### src/pkg/nbh_pkg.sv
// Shared constants, types and helpers of the NAND bus host controller.
package nbh_pkg;

    localparam int CLK_PERIOD_NS = 4;
    localparam int T_SETUP_NS    = 10;
    localparam int T_WP_NS       = 10;
    localparam int T_WH_NS       = 10;
    localparam int T_WB_NS       = 100;

    localparam int SETUP_CYC = (T_SETUP_NS + CLK_PERIOD_NS - 1) / CLK_PERIOD_NS;
    localparam int LOW_CYC   = (T_WP_NS + CLK_PERIOD_NS - 1) / CLK_PERIOD_NS;
    localparam int HIGH_CYC  = (T_WH_NS + CLK_PERIOD_NS - 1) / CLK_PERIOD_NS;
    localparam int WB_CYC    = (T_WB_NS + CLK_PERIOD_NS - 1) / CLK_PERIOD_NS;

    localparam logic [7:0] SETUP_LD = 8'(SETUP_CYC - 1);
    localparam logic [7:0] LOW_LD   = 8'(LOW_CYC - 1);
    localparam logic [7:0] HIGH_LD  = 8'(HIGH_CYC - 1);
    localparam logic [7:0] WB_LD    = 8'(WB_CYC - 1);

    localparam logic [7:0] CMD_STATUS              = 8'h70;
    localparam logic [7:0] PER_DIE_STATUS_READ_CMD = 8'h78;

    localparam int IO_W       = 16;
    localparam int COL_W      = 12;
    localparam int PAGE_W     = 6;
    localparam int BLK_W      = 11;
    localparam int ROW_W      = PAGE_W + BLK_W;
    localparam int NDATA_W    = 12;
    localparam int FIFO_DEPTH = 32;
    localparam int COL_TOP    = 11;
    localparam int COL_CLR_HI = 10;
    localparam int COL_CLR_LO = 7;
    localparam int PLANE_BIT  = 0;

    typedef enum logic [2:0] {
        ST_IDLE  = 3'b000,
        ST_CMD   = 3'b001,
        ST_ADDR  = 3'b010,
        ST_DATA  = 3'b011,
        ST_CMD2  = 3'b100,
        ST_FIN   = 3'b101,
        ST_WAITB = 3'b110
    } nbh_state_t;

    typedef enum logic [1:0] {
        PH_SETUP = 2'b00,
        PH_LOW   = 2'b01,
        PH_HIGH  = 2'b10
    } nbh_phase_t;

    function automatic logic is_status(input logic [7:0] cmd);
        return (cmd == CMD_STATUS) || (cmd == PER_DIE_STATUS_READ_CMD);
    endfunction

    function automatic logic [7:0] addr_byte(input logic [2:0]        idx,
                                             input logic [COL_W-1:0]  col,
                                             input logic [PAGE_W-1:0] page,
                                             input logic [BLK_W-1:0]  blk);
        logic [COL_W-1:0] c;
        logic [ROW_W-1:0] row;
        c   = col;
        row = {blk, page};
        if (c[COL_TOP]) begin
            c[COL_CLR_HI:COL_CLR_LO] = '0;
        end
        case (idx)
            3'h0:    return c[7:0];
            3'h1:    return {4'h0, c[11:8]};
            3'h2:    return row[7:0];
            3'h3:    return row[15:8];
            3'h4:    return {7'h00, row[16]};
            default: return 8'h00;
        endcase
    endfunction

    function automatic nbh_state_t pick(input logic has_addr,
                                        input logic has_data,
                                        input logic has_cmd2);
        if (has_addr) begin
            return ST_ADDR;
        end
        if (has_data) begin
            return ST_DATA;
        end
        return has_cmd2 ? ST_CMD2 : ST_FIN;
    endfunction

endpackage

### src/verilog/nbh_fifo.sv
// Write data FIFO with a registered output stage.
`timescale 1ns/1ns
module nbh_fifo #(
    parameter int W     = 16,
    parameter int DEPTH = 32
) (
    input  wire logic         mclk_i,
    input  wire logic         rst_n_i,
    input  wire logic         in_valid_i,
    input  wire logic [W-1:0] in_data_i,
    output logic              in_ready_o,
    output logic              out_valid_o,
    output logic [W-1:0]      out_data_o,
    input  wire logic         out_ready_i
);
    // Pointers wrap naturally, so DEPTH must be a power of two.
    localparam int AW = $clog2(DEPTH);

    typedef struct packed {
        logic [DEPTH-1:0][W-1:0] mem;
        logic [AW-1:0]           wp;
        logic [AW-1:0]           rp;
        logic [AW:0]             cnt;
        logic                    in_ready;
        logic                    out_valid;
        logic [W-1:0]            out_data;
    } nbh_fifo_state_t;

    nbh_fifo_state_t r;
    nbh_fifo_state_t next_r;
    logic            push;
    logic            pop_out;
    logic            load;

    always_comb begin
        next_r  = r;
        push    = in_valid_i && r.in_ready;
        pop_out = r.out_valid && out_ready_i;
        load    = (!r.out_valid || pop_out) && (r.cnt != '0);
        if (push) begin
            next_r.mem[r.wp] = in_data_i;
            next_r.wp        = r.wp + AW'(1);
        end
        if (load) begin
            next_r.out_data  = r.mem[r.rp];
            next_r.rp        = r.rp + AW'(1);
            next_r.out_valid = 1'b1;
        end else if (pop_out) begin
            next_r.out_valid = 1'b0;
        end
        next_r.cnt      = r.cnt + (AW+1)'(push) - (AW+1)'(load);
        next_r.in_ready = next_r.cnt != (AW+1)'(DEPTH);
    end

    always_ff @(posedge mclk_i or negedge rst_n_i) begin
        if (!rst_n_i) begin
            r          <= '0;
            r.in_ready <= 1'b1;
        end else begin
            r <= next_r;
        end
    end

    assign in_ready_o  = r.in_ready;
    assign out_valid_o = r.out_valid;
    assign out_data_o  = r.out_data;
endmodule

### src/verilog/nbh_host.sv
// Host controller that drives the multiplexed asynchronous NAND bus.
// What this block does
// - Command, address and data share the I/O lines; latch controls tell them apart.
// - Commands and address bytes go on the low byte; upper byte carries data only.
// - Host drives the upper I/O byte to zero in command and address cycles.
// - A sequence is one command, its address cycles, data cycles, then an optional second command.
// - Host drives address bits outside the implemented space low.
// - Address goes out in req_naddr_i cycles: column low, column high, row bytes.
// - When column bit 11 is set, column bits 10 to 7 are sent cleared.
`timescale 1ns/1ns
module nbh_host
    import nbh_pkg::*;
#(
    parameter bit WIDE  = 1'b1,
    parameter int DEPTH = FIFO_DEPTH
) (
    input  wire logic               mclk_i,
    input  wire logic               rst_n_i,
    input  wire logic               req_valid_i,
    output logic                    req_ready_o,
    input  wire logic [7:0]         req_cmd_i,
    input  wire logic [2:0]         req_naddr_i,
    input  wire logic [COL_W-1:0]   req_col_i,
    input  wire logic [PAGE_W-1:0]  req_page_i,
    input  wire logic [BLK_W-1:0]   req_block_i,
    input  wire logic               req_write_i,
    input  wire logic [NDATA_W-1:0] req_ndata_i,
    input  wire logic               req_cmd2_en_i,
    input  wire logic [7:0]         req_cmd2_i,
    input  wire logic               req_wait_i,
    input  wire logic               wr_valid_i,
    input  wire logic [IO_W-1:0]    wr_data_i,
    output logic                    wr_ready_o,
    output logic                    rd_valid_o,
    output logic [IO_W-1:0]         rd_data_o,
    output logic                    done_o,
    output logic                    busy_o,
    input  wire logic               wp_en_i,
    output logic                    ce_n_o,
    output logic                    cle_o,
    output logic                    ale_o,
    output logic                    we_n_o,
    output logic                    read_strobe_n_o,
    output logic                    wp_n_o,
    output logic [IO_W-1:0]         io_o,
    output logic                    io_oe_o,
    input  wire logic [IO_W-1:0]    io_i,
    input  wire logic               rb_n_i
);
    typedef struct packed {
        nbh_state_t          st;
        nbh_phase_t          ph;
        logic [7:0]          cnt;
        logic [2:0]          aidx;
        logic [NDATA_W-1:0]  dcnt;
        logic [7:0]          cmd;
        logic [2:0]          naddr;
        logic [COL_W-1:0]    col;
        logic [PAGE_W-1:0]   page;
        logic [BLK_W-1:0]    blk;
        logic                wr;
        logic [NDATA_W-1:0]  ndata;
        logic                cmd2_en;
        logic [7:0]          cmd2;
        logic                waitr;
        logic                req_ready;
        logic                done;
        logic                busy;
        logic                ce_n;
        logic                cle;
        logic                ale;
        logic                we_n;
        logic                re_n;
        logic                oe;
        logic                wp_n;
        logic [IO_W-1:0]     io;
        logic                rd_valid;
        logic [IO_W-1:0]     rd_data;
    } nbh_host_state_t;

    nbh_host_state_t r;
    nbh_host_state_t next_r;
    logic            fifo_valid;
    logic [IO_W-1:0] fifo_data;
    logic            fifo_pop;
    logic            go;
    logic            rd_cycle;

    // Write data is staged here so the caller may run ahead of the slow bus.
    nbh_fifo #(.W(IO_W), .DEPTH(DEPTH)) u_fifo (
        .mclk_i      (mclk_i),
        .rst_n_i     (rst_n_i),
        .in_valid_i  (wr_valid_i),
        .in_data_i   (wr_data_i),
        .in_ready_o  (wr_ready_o),
        .out_valid_o (fifo_valid),
        .out_data_o  (fifo_data),
        .out_ready_i (fifo_pop)
    );

    always_comb begin
        next_r          = r;
        next_r.done     = 1'b0;
        next_r.rd_valid = 1'b0;
        fifo_pop        = 1'b0;
        rd_cycle        = (r.st == ST_DATA) && !r.wr;
        // A busy target is only addressed with a status read.
        go = (r.st == ST_CMD) ? (rb_n_i || is_status(r.cmd)) :
             ((r.st == ST_DATA) && r.wr) ? fifo_valid : 1'b1;
        unique case (r.st)
            ST_IDLE: begin
                next_r.ce_n = 1'b1;
                // Write protect only moves between sequences.
                next_r.wp_n = !wp_en_i;
                if (req_valid_i && r.req_ready) begin
                    next_r.cmd       = req_cmd_i;
                    next_r.naddr     = req_naddr_i;
                    next_r.col       = req_col_i;
                    next_r.page      = req_page_i;
                    next_r.blk       = req_block_i;
                    next_r.wr        = req_write_i;
                    next_r.ndata     = req_ndata_i;
                    next_r.cmd2_en   = req_cmd2_en_i;
                    next_r.cmd2      = req_cmd2_i;
                    next_r.waitr     = req_wait_i;
                    next_r.req_ready = 1'b0;
                    next_r.busy      = 1'b1;
                    next_r.st        = ST_CMD;
                    next_r.ph        = PH_SETUP;
                    next_r.cnt       = SETUP_LD;
                end
            end
            ST_CMD, ST_ADDR, ST_DATA, ST_CMD2: begin
                next_r.ce_n = 1'b0;
                unique case (r.ph)
                    PH_SETUP: begin
                        next_r.cle = (r.st == ST_CMD) || (r.st == ST_CMD2);
                        next_r.ale = (r.st == ST_ADDR);
                        next_r.oe  = !rd_cycle;
                        if (r.st == ST_CMD) begin
                            next_r.io = {8'h00, r.cmd};
                        end else if (r.st == ST_CMD2) begin
                            next_r.io = {8'h00, r.cmd2};
                        end else if (r.st == ST_ADDR) begin
                            next_r.io = {8'h00,
                                addr_byte(r.aidx, r.col, r.page, r.blk)};
                        end
                        if (r.cnt != 8'h00) begin
                            next_r.cnt = r.cnt - 8'h01;
                        end else if (go) begin
                            next_r.ph  = PH_LOW;
                            next_r.cnt = LOW_LD;
                            if (rd_cycle) begin
                                next_r.re_n = 1'b0;
                            end else begin
                                next_r.we_n = 1'b0;
                            end
                            if ((r.st == ST_DATA) && r.wr) begin
                                fifo_pop  = 1'b1;
                                next_r.io = WIDE ? fifo_data
                                                 : {8'h00, fifo_data[7:0]};
                            end
                        end
                    end
                    PH_LOW: begin
                        if (r.cnt != 8'h00) begin
                            next_r.cnt = r.cnt - 8'h01;
                        end else begin
                            next_r.we_n = 1'b1;
                            next_r.re_n = 1'b1;
                            next_r.ph   = PH_HIGH;
                            next_r.cnt  = HIGH_LD;
                            if (rd_cycle) begin
                                // Sampled just before the strobe rises, so slow
                                // read cycles see settled data.
                                next_r.rd_valid = 1'b1;
                                next_r.rd_data  = WIDE ? io_i : {8'h00, io_i[7:0]};
                            end
                        end
                    end
                    PH_HIGH: begin
                        if (r.cnt != 8'h00) begin
                            next_r.cnt = r.cnt - 8'h01;
                        end else begin
                            next_r.ph  = PH_SETUP;
                            next_r.cnt = SETUP_LD;
                            unique case (r.st)
                                ST_CMD: begin
                                    next_r.aidx = 3'h0;
                                    next_r.dcnt = '0;
                                    next_r.st   = pick(r.naddr != 3'h0, r.ndata != '0,
                                                       r.cmd2_en);
                                end
                                ST_ADDR: begin
                                    if (r.aidx == r.naddr - 3'h1) begin
                                        next_r.st = pick(1'b0, r.ndata != '0, r.cmd2_en);
                                    end else begin
                                        next_r.aidx = r.aidx + 3'h1;
                                    end
                                end
                                ST_DATA: begin
                                    if (r.dcnt == r.ndata - NDATA_W'(1)) begin
                                        next_r.st = pick(1'b0, 1'b0, r.cmd2_en);
                                    end else begin
                                        next_r.dcnt = r.dcnt + NDATA_W'(1);
                                    end
                                end
                                default: begin
                                    next_r.st = ST_FIN;
                                end
                            endcase
                        end
                    end
                    default: begin
                        next_r.ph  = PH_SETUP;
                        next_r.cnt = SETUP_LD;
                    end
                endcase
            end
            ST_FIN: begin
                // Releasing chip enable frees the bus while the die works on.
                next_r.ce_n = 1'b1;
                next_r.cle  = 1'b0;
                next_r.ale  = 1'b0;
                next_r.oe   = 1'b0;
                next_r.io   = '0;
                next_r.cnt  = WB_LD;
                if (r.waitr) begin
                    next_r.st = ST_WAITB;
                end else begin
                    next_r.st        = ST_IDLE;
                    next_r.done      = 1'b1;
                    next_r.busy      = 1'b0;
                    next_r.req_ready = 1'b1;
                end
            end
            ST_WAITB: begin
                // Ready/busy needs time to fall, so it is trusted only after the wait.
                if (r.cnt != 8'h00) begin
                    next_r.cnt = r.cnt - 8'h01;
                end else if (rb_n_i) begin
                    next_r.st        = ST_IDLE;
                    next_r.done      = 1'b1;
                    next_r.busy      = 1'b0;
                    next_r.req_ready = 1'b1;
                end
            end
            default: begin
                next_r.st = ST_IDLE;
            end
        endcase
    end

    always_ff @(posedge mclk_i or negedge rst_n_i) begin
        if (!rst_n_i) begin
            r           <= '0;
            r.ce_n      <= 1'b1;
            r.we_n      <= 1'b1;
            r.re_n      <= 1'b1;
            r.req_ready <= 1'b1;
        end else begin
            r <= next_r;
        end
    end

    assign req_ready_o     = r.req_ready;
    assign rd_valid_o      = r.rd_valid;
    assign rd_data_o       = r.rd_data;
    assign done_o          = r.done;
    assign busy_o          = r.busy;
    assign ce_n_o          = r.ce_n;
    assign cle_o           = r.cle;
    assign ale_o           = r.ale;
    assign we_n_o          = r.we_n;
    assign read_strobe_n_o = r.re_n;
    assign wp_n_o          = r.wp_n;
    assign io_o            = r.io;
    assign io_oe_o         = r.oe;
endmodule

### config.mk
export PLATFORM = sky130hd
export DESIGN_NAME = nbh_host
export DESIGN_NICKNAME = d
export VERILOG_FILES = /design/src/pkg/nbh_pkg.sv /design/src/verilog/nbh_fifo.sv /design/src/verilog/nbh_host.sv
export SDC_FILE = /design/constraint.sdc
export NUM_CORES = 1
export LEC_CHECK = 0
export BUFFER_PORTS_ARGS = -buffer_cell sky130_fd_sc_hd__buf_4
export CORE_MARGIN = 2
export CORE_UTILIZATION = 55
export CTS_BUF_LIST = sky130_fd_sc_hd__clkbuf_16
export CTS_CLUSTER_SIZE = 14
export DETAILED_ROUTE_END_ITERATION = 6
export PLACE_DENSITY = 0.75
export SLEW_MARGIN = 20
export SYNTH_ARGS = -nofsm -noshare
export SYNTH_HDL_FRONTEND = slang
export SYNTH_SLANG_ARGS = --single-unit
### constraint.sdc
create_clock -name mclk_i -period 3.6 [get_ports mclk_i]
set_input_delay 0.18 -clock mclk_i [delete_from_list [all_inputs] [get_ports mclk_i]]
set_output_delay 0.18 -clock mclk_i [all_outputs]
set_load 0.01 [all_outputs]
* After elaboration in Yosys (flattened, before gate mapping)
Cells that the tools add are included.
Operators by class: add/subtract/negate cells 9, equal/unequal tests 39, reductions and logical operators 44, bitwise operators 1, mux-type cells 93, magnitude comparators 3
Operators by type and width (count):
- $bwmux 512 | 1
- $mux 16 | 9
- $bmux 16 s5 | 1
- $demux 16 s5 | 1
- $mux 17 | 4
- $mux 3 | 16
- $pmux 8 s5 | 1
- $pmux 16 s2 | 1
- $pmux 8 s4 | 1
- $mux 1 | 31
- $pmux 10 s3 | 1
- $ne 2x2->1 const B | 13
- $mux 8 | 3
- $pmux 12 s2 | 1
- $ne 3x3->1 const B | 6
- $reduce_and 6->1 | 3
- $eq 8x7->1 const B | 2
- $reduce_and 5->1 | 3
- $reduce_bool 2->1 | 7
- $mux 13 | 1
- $add 12x1->12 const B | 1
- $eq 12x12->1 | 1
- $eq 3x2->1 const B | 4
- $eq 3x3->1 const B | 4
- 43 further kinds | 73
Word-level totals: output and inout bits 44, flip-flop bits (word level) 680, input bits 101

* Depth between registers and ports, before layout
Gate-level depths: netlist of run 1.
word-level depth 17, gate-level depth with buffers 21

* Hierarchy
Synthesis of run 1 repeated with hierarchy kept, for this count alone.
Unflattened totals: cells, all modules 2351, area total of the unflattened synthesis 32087.0 µm²
By module, submodules not included:
- nbh_fifo | area an instance 24826.3 µm², instances 1, cells an instance 1638, seq. area each 13664.4 µm²
- nbh_host | area an instance 7260.7 µm², instances 1, cells an instance 713, seq. area each 3358.2 µm²

* Worst setup path before layout of run 1
Ideal clock, no wire load.
path type register -> register, start point reg r[133] in the netlist's numbering, end point reg u_fifo.r (netlist bit u_fifo.in_ready_o), path buffers 3, library setup time 0.088 ns, path slack 0.210 ns, data required time 3.512 ns, cell stages (with the launch flop) 22, period minus slack after synthesis 3.390 ns, arrival 3.302 ns, cells stage by stage dfrtp_1 -> clkbuf_1 -> and3b_1 -> clkbuf_1 -> nand2_1 -> nor4bb_1 -> buf_2 -> nand3_1 -> a21o_1 -> inv_1 -> ha_1 -> inv_1 -> ha_1 -> inv_1 -> fa_1 -> inv_1 -> a21oi_1 -> nor2_1 -> nor2_1 -> xnor2_1 -> nor2_1 -> nand3_1
RTL lines:
- from (decl) | line nbh_host.sv:81 | nbh_host_state_t r;
- from (signal assigned) | line nbh_host.sv:262 | r <= next_r;
- to (signal assigned) | line nbh_fifo.sv:60 | r <= next_r;
- to (decl) | line nbh_fifo.sv:29 | nbh_fifo_state_t r;

==> out/qor.yml, run 1 <==
finClkSkew_ns: 0.03110
relSlewSlack: 0.1993
h-tree-depth: 3
grt_pass1_vias: 21620
fin_hold_ws_ns: 0.07222
critPathRequiredTime_ns: 4.12
setup_ws_ns: 0.2781
reg2reg_depth: 18
routed_wl_um: 78760
ant_nets: 0
fin_crit_sh: 0.9227
grt_pass1_wl_um: 124700
ys_types: 72
rsz0062_at_grt: "false"
synth.avg_cell_area_um2: 13.52
syn2layout_area_growth_pct: 15.79
cts.sinks: 680
dr.pass1.iters: 5
powerDensity_nw_per_um2: 667.0
synth_seq_cells: 680
routedWlPerCell_um: 23.66
drive_gt1_frac: 0.4060
gr-usage-all-layers: 0.2718
status: "complete, no violations"
crit_type: "reg2reg"
hp-class: "in2reg"
r2r_start: "r[105]"
initial_core_util: 0.5528
cp-startpoint: "r[105]"
dieArea_um2: 59590
fin_util: 0.6401
ir_drop_mv: 0.5461
dp_slack_ns: 0.1747
antenna_found_initial: 0
clockBufferDepth: 3
layout_min_cycle_time_ns: 3.322
worstMarginPinSlew_ns: 1.198
io_buffer_count: 144
synthArstFlopShare: 1.000
cellLeakagePower_nw: 16.98
cp-endpoint: "u_fifo.in_ready_o"
r2r_end: "u_fifo.in_ready_o"
vias: 20120
netlist_instances: 2345
grt_max_degree: 105
dpl.hpwl_um: 49850
cts_tree: "built"
fmax_mhz: 301.0
critPathMaxFanout: 5
synth_edf_count: 0
ys_seq_area_frac: 0.5368
die-height_um: 244.1
die_x_um: 244.1
synth_area_um2: 31710
drt_iter0_drc: 1560
core_um2: 57370
yosys_warnings: 0
synth_ff_type: "dfrtp_1"
syn_nets: 2471
critPathLaunchType: "flop"
cp_cell_sequence: "nand4b_1, o41ai_2, nor4bb_4, nand3_1, a21o_1, inv_1, ha_1, inv_1, ha_1, inv_1, fa_1, inv_1, a21oi_1, nor2_1, nor2_1, xnor2_1, nor2_1, nand3_1"
hold_violations: 0
postCtsSetupRepairBufs: 0
io_pins: 145
final_nets: 2636
numCtsBuffers: 74
slew_viol_final: 0
viasPerCell: 6.043
crit_path_frequent_cell: "inv_1"
cpPeakStageDelay_ns: 0.43
critPathSlowestCell: "fa_1"
drcViolationCount: 0
diodes: 0
setup_viol: 0
fin_tns_setup_ns: 0
grt_remaining_overflow: 0
cts_root_buf: "clkbuf_16"
place.gp.congestion: 0.8802
critPathCaptureType: "flop"
clk_pin_slew_worst_paths_ns: 0.06
drv_cap: 0
n_fill_cell: 4130
ff2ff_setup_slack_ns: 0.28
clk_latency_ns: 0.63
arrival_ns: 3.85
rows: 88
-- flip-flops by register name, summed over array words and instances, names as in the netlist, 16 cells and up --
name,cells
u_fifo.out_data_o,16
u_fifo.r,528
io_o,16
r,91
rd_data_o,16
-- kinds of logic after synthesis --
kind of cell / Yosys count / share of synthesized area
muxes: 705 / 0.3066
DFF: 680 / 0.5368
and+or+nand+nor: 455 / 0.06305
buffers and inverters: 248 / 0.03374
AOI/OAI and AO/OA: 201 / 0.04116
xor gates and xnor gates: 31 / 0.008563
adders and majority gates: 25 / 0.01010
-- report_power, final --
group	internal, mW	leakage, nW	total [mW]	switching (mW)
sequential	10.2	8.77	11.6	1.34
clock	4.07	1.16	7.17	3.10
combinational	3.67	7.05	5.74	2.07
total	18.0	17.0	24.5	6.51
-- cells in the final DEF, fill, tap and decap left out, drive strengths merged, types with 7 or more instances in the layout --
cell type / netlist / layout
a211oi: 9 / 9
a21oi: 33 / 33
a221oi: 9 / 9
a22o: 16 / 16
and3: 8 / 8
buf: 55 / 217
clkbuf: 155 / 75
clkinv: 1 / 31
dfrtp: 675 / 675
dlygate4sd3: 0 / 82
ha: 24 / 24
inv: 37 / 56
mux2: 529 / 529
mux2i: 16 / 16
mux4: 160 / 160
nand2: 276 / 276
nand3: 30 / 30
nand4: 7 / 7
nor2: 62 / 62
nor3: 20 / 20
o21ai: 82 / 82
or3: 9 / 9
xnor2: 20 / 20
xor2: 11 / 11
-- stage by stage --
stage / instance area (um^2) / power, mW / std cells
global route: 36720 / 25.68 / 3329
floorplan: 31710 / 15.56 / 2345
detailed placement: 33600 / 17.31 / 3117
CTS: 36690 / 24.60 / 3329
global placement: 33600 / 16.78 / 3117
finish: 36720 / 24.49 / 3329
-- critical path: cells and delay by family, from the launching register on --
kind	cells	cell delay [ns]
XOR/XNOR	1	0.14
adder cells (fa/ha/maj)	3	0.85
AO/OA/AOI/OAI	3	0.52
buffers and inverters	4	0.33
flip-flops	1	0.39
AND/OR/NAND/NOR	7	1.01
-- layout make-up --
cell class	instances	area [um^2]	area share
inverters	38	142.6	0.003885
clock inverters	55	382.9	0.01043
well taps	765	957.2	0.02607
repair buffers	299	2620	0.07136
clock buffers	75	1877	0.05112
multi-input cells	1417	13710	0.3733
flip-flops and latches	680	17030	0.4639
-- worst min path at each step --
stage          depth (start not counted)  slack [ns]          start            end
2_1_floorplan                          0       -0.12        rst_n_i          ale_o
3_3_place_gp                           1        0.26        rst_n_i   u_fifo.r[47]
3_5_place_dp                           1        0.27        rst_n_i   u_fifo.r[95]
4_1_cts                                2        0.05   wr_data_i[9]  u_fifo.r[315]
5_1_grt                                2        0.09  wr_data_i[11]  u_fifo.r[253]
6_report                               2        0.07   wr_data_i[9]  u_fifo.r[315]
-- metal layers --
layer / track usage / vias up / wire [um]
li1: - / 8789 / -
met4: 0.09057 / 0 / 2142
met3: 0.04401 / 149 / 4331
met1: 0.3587 / 10580 / 32670
met2: 0.4618 / 596 / 39620
met5: 0 / - / 0
-- synth_stat cells, drive strengths merged (4+ instances only) --
master  instances  area (um^2)
and4            4        35.03
clkbuf        155        583.1
buf            55        344.1
nor3           20        105.1
a22o           16        140.1
mux2i          16        160.2
dfstp           5        131.4
o31ai           4        30.03
a222oi          6        60.06
nand4           7        43.79
o211ai          5        37.54
a21oi          33        165.2
and3            8        50.05
dfrtp         675        16890
nand2b          4        25.02
nand3          30        150.1
a211oi          9        67.56
nand3b          4        30.03
a221oi          9        78.83
o311ai          5        43.79
xor2           11        96.34
or2             5        31.28
nor3b           4        30.03
nand2         276         1036
ha             24        300.3
mux2          529         5957
or3             9        61.31
o21ai          82        410.4
inv            37        138.9
nor2           62        232.7
mux4          160         3603
xnor2          20        175.2
nor2b           6        37.54
-- what timing repair did --
item | in CTS | in global routing
hold buffers | 82 | 0
setup endpoints to repair | 0 | 3
gates resized for setup | 0 | 5
endpoints found under the hold margin | 158 | 0
(Power assumes the default switching activity.)
==> run 2, diff against run 1 <==
- MAX_ROUTING_LAYER: default -> met4
- PLACE_DENSITY: 0.75 -> 0.73
- clock period: 3.6 -> 3.7 ns (I/O delays scaled with it)
==> run 2 against run 1 <==
Against the previous run:
- combinational power is 3.8% lower
- worst hold slack worse by 0.033 ns
- non-clock buffer count is 8 lower
- worst setup slack better by 0.041 ns
- sequential cell count stayed put
- core utilization hardly changed
- die area stayed put
- total power is 1.9% lower
- via count is 0.63% lower
- sequential power is 3% lower
- first-iteration DRC count is 9.1% lower
- critical endpoint unchanged
==> out/qor.yml, run 2 (synthesis results as in run 1) <==
final_common_cell: "dfrtp_1"  # unchanged
drive_gt1_frac: 0.4032  # was 0.4060
worstMarginPinSlew_ns: 1.162  # was 1.198 ns
final_cell_mix: "dfrtp_1 (672), mux2_2 (529), nand2_1 (275)"  # was dfrtp_1 (672), mux2_2 (529), nand2_1 (272)
slew_viol_final: 0  # unchanged
die-height_um: 244.1  # unchanged
io_pins: 145  # unchanged
status: "complete, no violations"  # unchanged
drv_cap: 0  # unchanged
relSlewSlack: 0.2234  # was 0.1993
routed_wl_um: 77160  # was 78760 um
critPathLaunchType: "flop"  # unchanged
place.gp.congestion: 0.9065  # was 0.8802
setup_viol: 0  # unchanged
reg2reg_depth: 18  # unchanged
critPathRequiredTime_ns: 4.23  # was 4.12 ns
cts_tree: "built"  # unchanged
clk_pin_slew_worst_paths_ns: 0.06  # about the same
finClkSkew_ns: 0.02102  # was 0.03110 ns
numCtsBuffers: 73  # was 74
grt_max_degree: 95  # was 105
clk_latency_ns: 0.63  # about the same
n_fill_cell: 4168  # was 4130
critPathMaxFanout: 5  # unchanged
instances_no_fill: 3323  # was 3329
cellLeakagePower_nw: 17.00  # was 16.98 nW
min_from: "rb_n_i"  # was wr_data_i[9]
antenna_found_initial: 2  # was 0
syn2layout_area_growth_pct: 15.82  # was 15.79%
final_nets: 2627  # was 2636
initial_core_util: 0.5528  # unchanged
gr-usage-all-layers: 0.2743  # was 0.2718
setup_ws_ns: 0.3192  # was 0.2781 ns
drt_iter0_drc: 1418  # was 1560
ant_nets: 0  # unchanged
clockBufferDepth: 3  # unchanged
dp_cells: 3110  # was 3117
powerDensity_nw_per_um2: 654.4  # was 667.0 nW/um^2
fin_tns_setup_ns: 0  # unchanged
fin_hold_ws_ns: 0.03904  # was 0.07222 ns
r2r_end: "u_fifo.in_ready_o"  # unchanged
largest_reg_flops: 528  # unchanged
dpl.hpwl_um: 49190  # was 49850 um
hp-class: "in2reg"  # unchanged
critPathCaptureType: "flop"  # unchanged
r2r_start: "r[123]"  # was r[105]
viasPerCell: 6.016  # was 6.043
fmax_mhz: 295.8  # was 301.0 MHz
drcViolationCount: 0  # unchanged
arrival_ns: 3.91  # was 3.85 ns
grt_pass1_wl_um: 122300  # was 124700 um
crit_type: "reg2reg"  # unchanged
dr.pass1.iters: 6  # was 5
grt_remaining_overflow: 0  # unchanged
cp-startpoint: "r[123]"  # was r[105]
cts.sinks: 680  # unchanged
cp-endpoint: "u_fifo.in_ready_o"  # unchanged
top_register: "u_fifo.r"  # unchanged
vias: 19990  # was 20120
h-tree-depth: 3  # unchanged
dp_slack_ns: 0.1787  # was 0.1747 ns
rows: 88  # unchanged
cts_root_buf: "clkbuf_16"  # unchanged
ir_drop_mv: 0.3613  # was 0.5461 mV
core_um2: 57370  # unchanged
io_buffer_count: 144  # unchanged
fin_crit_sh: 0.9137  # was 0.9227
grt_pass1_vias: 21250  # was 21620
ff2ff_setup_slack_ns: 0.32  # was 0.28 ns
hold_violations: 0  # unchanged
dieArea_um2: 59590  # unchanged
die_x_um: 244.1  # unchanged
layout_min_cycle_time_ns: 3.381  # was 3.322 ns
routedWlPerCell_um: 23.22  # was 23.66 um
largestRegisters: "u_fifo.r: 528 flops, r: 91 flops"  # unchanged
## run 2: layout make-up
type	count	area [um^2]	share of cell area
Antenna cell	1	2.502	0.00006814
Clock buffer	74	1852	0.05042
Clock inverter	57	518.0	0.01410
Inverter	38	142.6	0.003884
Multi-Input combinational cell	1417	13680	0.3724
Sequential cell	680	17030	0.4637
Tap cell	765	957.2	0.02606
Timing Repair Buffer	291	2545	0.06929
## run 2: worst min-delay path by stage
stage	end	slack, ns	cells past startpoint
after floorplan	ale_o	-0.11	0
after global placement	rd_data_o[10]	0.24	1
after detailed placement	rd_data_o[10]	0.26	1
after CTS	done_o	0.01	3
after global routing	done_o	0.06	3
final	done_o	0.04	3
## run 2: power by group
| group | switching, mW | internal [mW] | total, mW |
|---|---|---|---|
| clock network | 3.02 | 4.27 | 7.28 |
| registers | 1.27 | 9.96 | 11.2 |
| logic | 1.96 | 3.56 | 5.52 |
| total | 6.25 | 17.8 | 24.0 |
## run 2: per-stage QoR
step                      power, mW  area, um^2    util
after floorplan               15.14       31710       -
after global placement        16.28       33510  0.5842
after detailed placement      16.77       33510  0.5842
after CTS                     24.15       36700  0.6397
after global routing          25.18       36730  0.6402
final                         24.03       36730  0.6402
## run 2: what timing repair did
item                                    CTS  global route
resized for setup                         0             5
endpoints found under the setup margin    0             3
buffers inserted                          0             0
endpoints found under the hold margin   162             0
hold buffers                             81             0
## run 2: critical path, cell delays in order, from the launching register on
cell and delay, ns:
dfrtp_1 0.43, nor2_2 0.20, and4_1 0.26, nor4bb_4 0.33, nand3_1 0.13, a21o_1 0.22
inv_1 0.15, ha_1 0.25, inv_1 0.06, ha_1 0.16, inv_1 0.06, fa_1 0.43
inv_1 0.07, a21oi_1 0.06, nor2_1 0.08, nor2_1 0.06, xnor2_1 0.13, nor2_1 0.11
nand3_1 0.09
## run 2: per-layer routing
metal / part of all wire / up-vias / routed length, um / global-route usage
li1: - / 8773 / - / -
met1: 0.41 / 10480 / 31750 / 0.3477
met2: 0.51 / 593 / 39180 / 0.4529
met3: 0.052 / 145 / 4041 / 0.04214
met4: 0.028 / 0 / 2195 / 0.09702
met5: 0 / - / 0 / -
==> run 3, diff against run 2 <==
--- a/config.mk
+++ b/config.mk
@@ -12,4 +12,5 @@
 export CTS_CLUSTER_SIZE = 14
 export DETAILED_ROUTE_END_ITERATION = 6
+export GPL_ROUTABILITY_DRIVEN = 0
 export MAX_ROUTING_LAYER = met4
 export PLACE_DENSITY = 0.73
==> constraint.sdc (replaced) <==
create_clock -name mclk_i -period 3.7 [get_ports mclk_i]
set_input_delay 0.37 -clock mclk_i [delete_from_list [all_inputs] [get_ports mclk_i]]
set_output_delay 0.37 -clock mclk_i [all_outputs]
set_load 0.01 [all_outputs]
==> run 3 against run 2 <==
Against the previous run:
- via count increased by 0.23%
- critical endpoint unchanged
- cell area decreased by 0.70%
- largest cell class unchanged
- core utilization decreased by 0.45 points
- clock power decreased by 6.9%
==> out/qor.yml, run 3 (synthesis results as in run 1) <==
largestRegisters: "u_fifo.r: 528 flops, r: 91 flops"  # unchanged
drv_cap: 0  # unchanged
numCtsBuffers: 73  # unchanged
critPathRequiredTime_ns: 4.22  # was 4.23 ns
critPathLaunchType: "flop"  # unchanged
cts.sinks: 680  # unchanged
n_fill_cell: 4167  # was 4168
gr-usage-all-layers: 0.2778  # was 0.2743
drt_iter0_drc: 1369  # was 1418
grt_remaining_overflow: 0  # unchanged
core_um2: 57370  # unchanged
largest_reg_flops: 528  # unchanged
clockBufferDepth: 3  # unchanged
fin_crit_sh: 0.9303  # was 0.9137
setup_viol: 0  # unchanged
min_path_cells: 3  # unchanged
relSlewSlack: 0.2132  # was 0.2234
layout_min_cycle_time_ns: 3.442  # was 3.381 ns
postCtsSetupRepairBufs: 0  # unchanged
final_common_cell: "dfrtp_1"  # unchanged
initial_core_util: 0.5528  # unchanged
viasPerCell: 6.057  # was 6.016
ir_drop_mv: 0.3843  # was 0.3613 mV
status: "complete, no violations"  # unchanged
final_cell_mix: "dfrtp_1 (672), mux2_2 (529), nand2_1 (273)"  # was dfrtp_1 (672), mux2_2 (529), nand2_1 (275)
crit_type: "reg2reg"  # unchanged
dpl.hpwl_um: 48780  # was 49190 um
die_x_um: 244.1  # unchanged
diodes: 0  # was 1
cp-startpoint: "r[105]"  # was r[123]
min_from: "req_cmd_i[0]"  # was rb_n_i
antenna_found_initial: 0  # was 2
final_nets: 2616  # was 2627
slew_viol_final: 0  # unchanged
io_buffer_count: 144  # unchanged
grt_pass1_vias: 21380  # was 21250
fmax_mhz: 290.5  # was 295.8 MHz
grt_pass1_wl_um: 124100  # was 122300 um
drive_gt1_frac: 0.4011  # was 0.4032
regArea_um2: 17030  # unchanged
final_cell_area_um2: 36470  # was 36730 um^2
vias: 20040  # was 19990
dr.pass1.iters: 5  # was 6
top_register: "u_fifo.r"  # unchanged
r2r_start: "r[105]"  # was r[123]
drcViolationCount: 0  # unchanged
arrival_ns: 3.96  # was 3.91 ns
h-tree-depth: 3  # unchanged
ant_nets: 0  # unchanged
worstMarginPinSlew_ns: 1.177  # was 1.162 ns
critPathMaxFanout: 5  # unchanged
multiInputGateArea_um2: 13680  # about the same
cts_tree: "built"  # unchanged
rows: 88  # unchanged
powerDensity_nw_per_um2: 645.9  # was 654.4 nW/um^2
clk_latency_ns: 0.62  # was 0.63 ns
routedWlPerCell_um: 23.57  # was 23.22 um
dpl_cell_area_um2: 33490  # was 33510 um^2
dp_slack_ns: 0.1590  # was 0.1787 ns
dieArea_um2: 59590  # unchanged
setup_ws_ns: 0.2580  # was 0.3192 ns
syn2layout_area_growth_pct: 15.01  # was 15.82%
critPathCaptureType: "flop"  # unchanged
die-height_um: 244.1  # unchanged
routed_wl_um: 77960  # was 77160 um
io_pins: 145  # unchanged
cellLeakagePower_nw: 16.89  # was 17.00 nW
hp-class: "in2reg"  # unchanged
finClkSkew_ns: 0.02446  # was 0.02102 ns
clk_pin_slew_worst_paths_ns: 0.06  # about the same
reg2reg_depth: 18  # unchanged
cts_root_buf: "clkbuf_16"  # unchanged
hold_violations: 0  # unchanged
grt_max_degree: 108  # was 95
run 3: changes by cell type in the layout (fill, tap and decap cells not counted), moves of 2 or more:
cell           previous run  this run
buf_4                   197       191
bufinv_16                 9         2
inv_1                    48        52
dlygate4sd3_1            81        75
nand2_1                 275       273
inv_6                     3         1
nand2_2                   1         3
run 3: final cells by class:
type                            count  share of cell area
Clock buffer                       75             0.05146
Clock inverter                     53            0.008817
Inverter                           38            0.003911
Multi-Input combinational cell   1417              0.3751
Sequential cell                   680              0.4670
Tap cell                          765             0.02625
Timing Repair Buffer              280             0.06745
run 3: final timing paths:
check                                    end  slack (ns)
max                        u_fifo.in_ready_o        0.26
min reg2reg                  read_strobe_n_o        0.47
max reg2reg                u_fifo.in_ready_o        0.26
min                                    r[98]        0.01
max in group asynchronous      u_fifo.r[425]        2.11
min in group asynchronous       rd_data_o[3]        0.39
run 3: routing by layer:
| metal | part of all wire | routed length, um | global-route usage | vias up |
|---|---|---|---|---|
| met2 | 0.50 | 39070 | 0.4545 | 562 |
| met5 | 0 | 0 | - | - |
| li1 | - | - | - | 8764 |
| met3 | 0.047 | 3686 | 0.04291 | 174 |
| met1 | 0.42 | 32380 | 0.3538 | 10540 |
| met4 | 0.036 | 2819 | 0.1028 | 0 |
run 3: power by group:
part           internal (mW)  switching, mW  leakage, nW
clock network           3.81           2.97         1.14
logic                   3.55           1.97         6.97
registers               9.96           1.29         8.77
total                   17.3           6.23         16.9
run 3: per-stage QoR:
step	utilization	total power [mW]	setup TNS (ns)	std cells	hold WS, ns
after floorplan	-	15.14	0	2345	0.07441
after global placement	0.5838	16.28	0	3105	0.4582
after detailed placement	0.5838	16.76	0	3105	0.4634
after CTS	0.6352	23.67	0	3308	0.0005471
after global routing	0.6358	24.67	-0.02280	3308	0.01147
final	0.6358	23.56	0	3308	0.01100
run 3: repair_timing:
action / in CTS / in global routing
hold buffers: 75 / 0
endpoints found under the setup margin: 0 / 3
resized for setup: 0 / 4
endpoints found under the hold margin: 158 / 0
run 3: worst max-delay path, stage by stage, from the launching register on:
cell      delay [ns]
dfrtp_1         0.39
nand4b_1        0.23
o41ai_2         0.29
nor4bb_4        0.39
nand3_1         0.11
a21o_1          0.21
inv_1           0.14
ha_1            0.26
inv_1           0.06
ha_1            0.16
inv_1           0.06
fa_1            0.43
inv_1           0.08
a21oi_1         0.07
nor2_1          0.09
nor2_1          0.06
xnor2_1         0.13
nor2_1          0.10
nand3_1         0.09
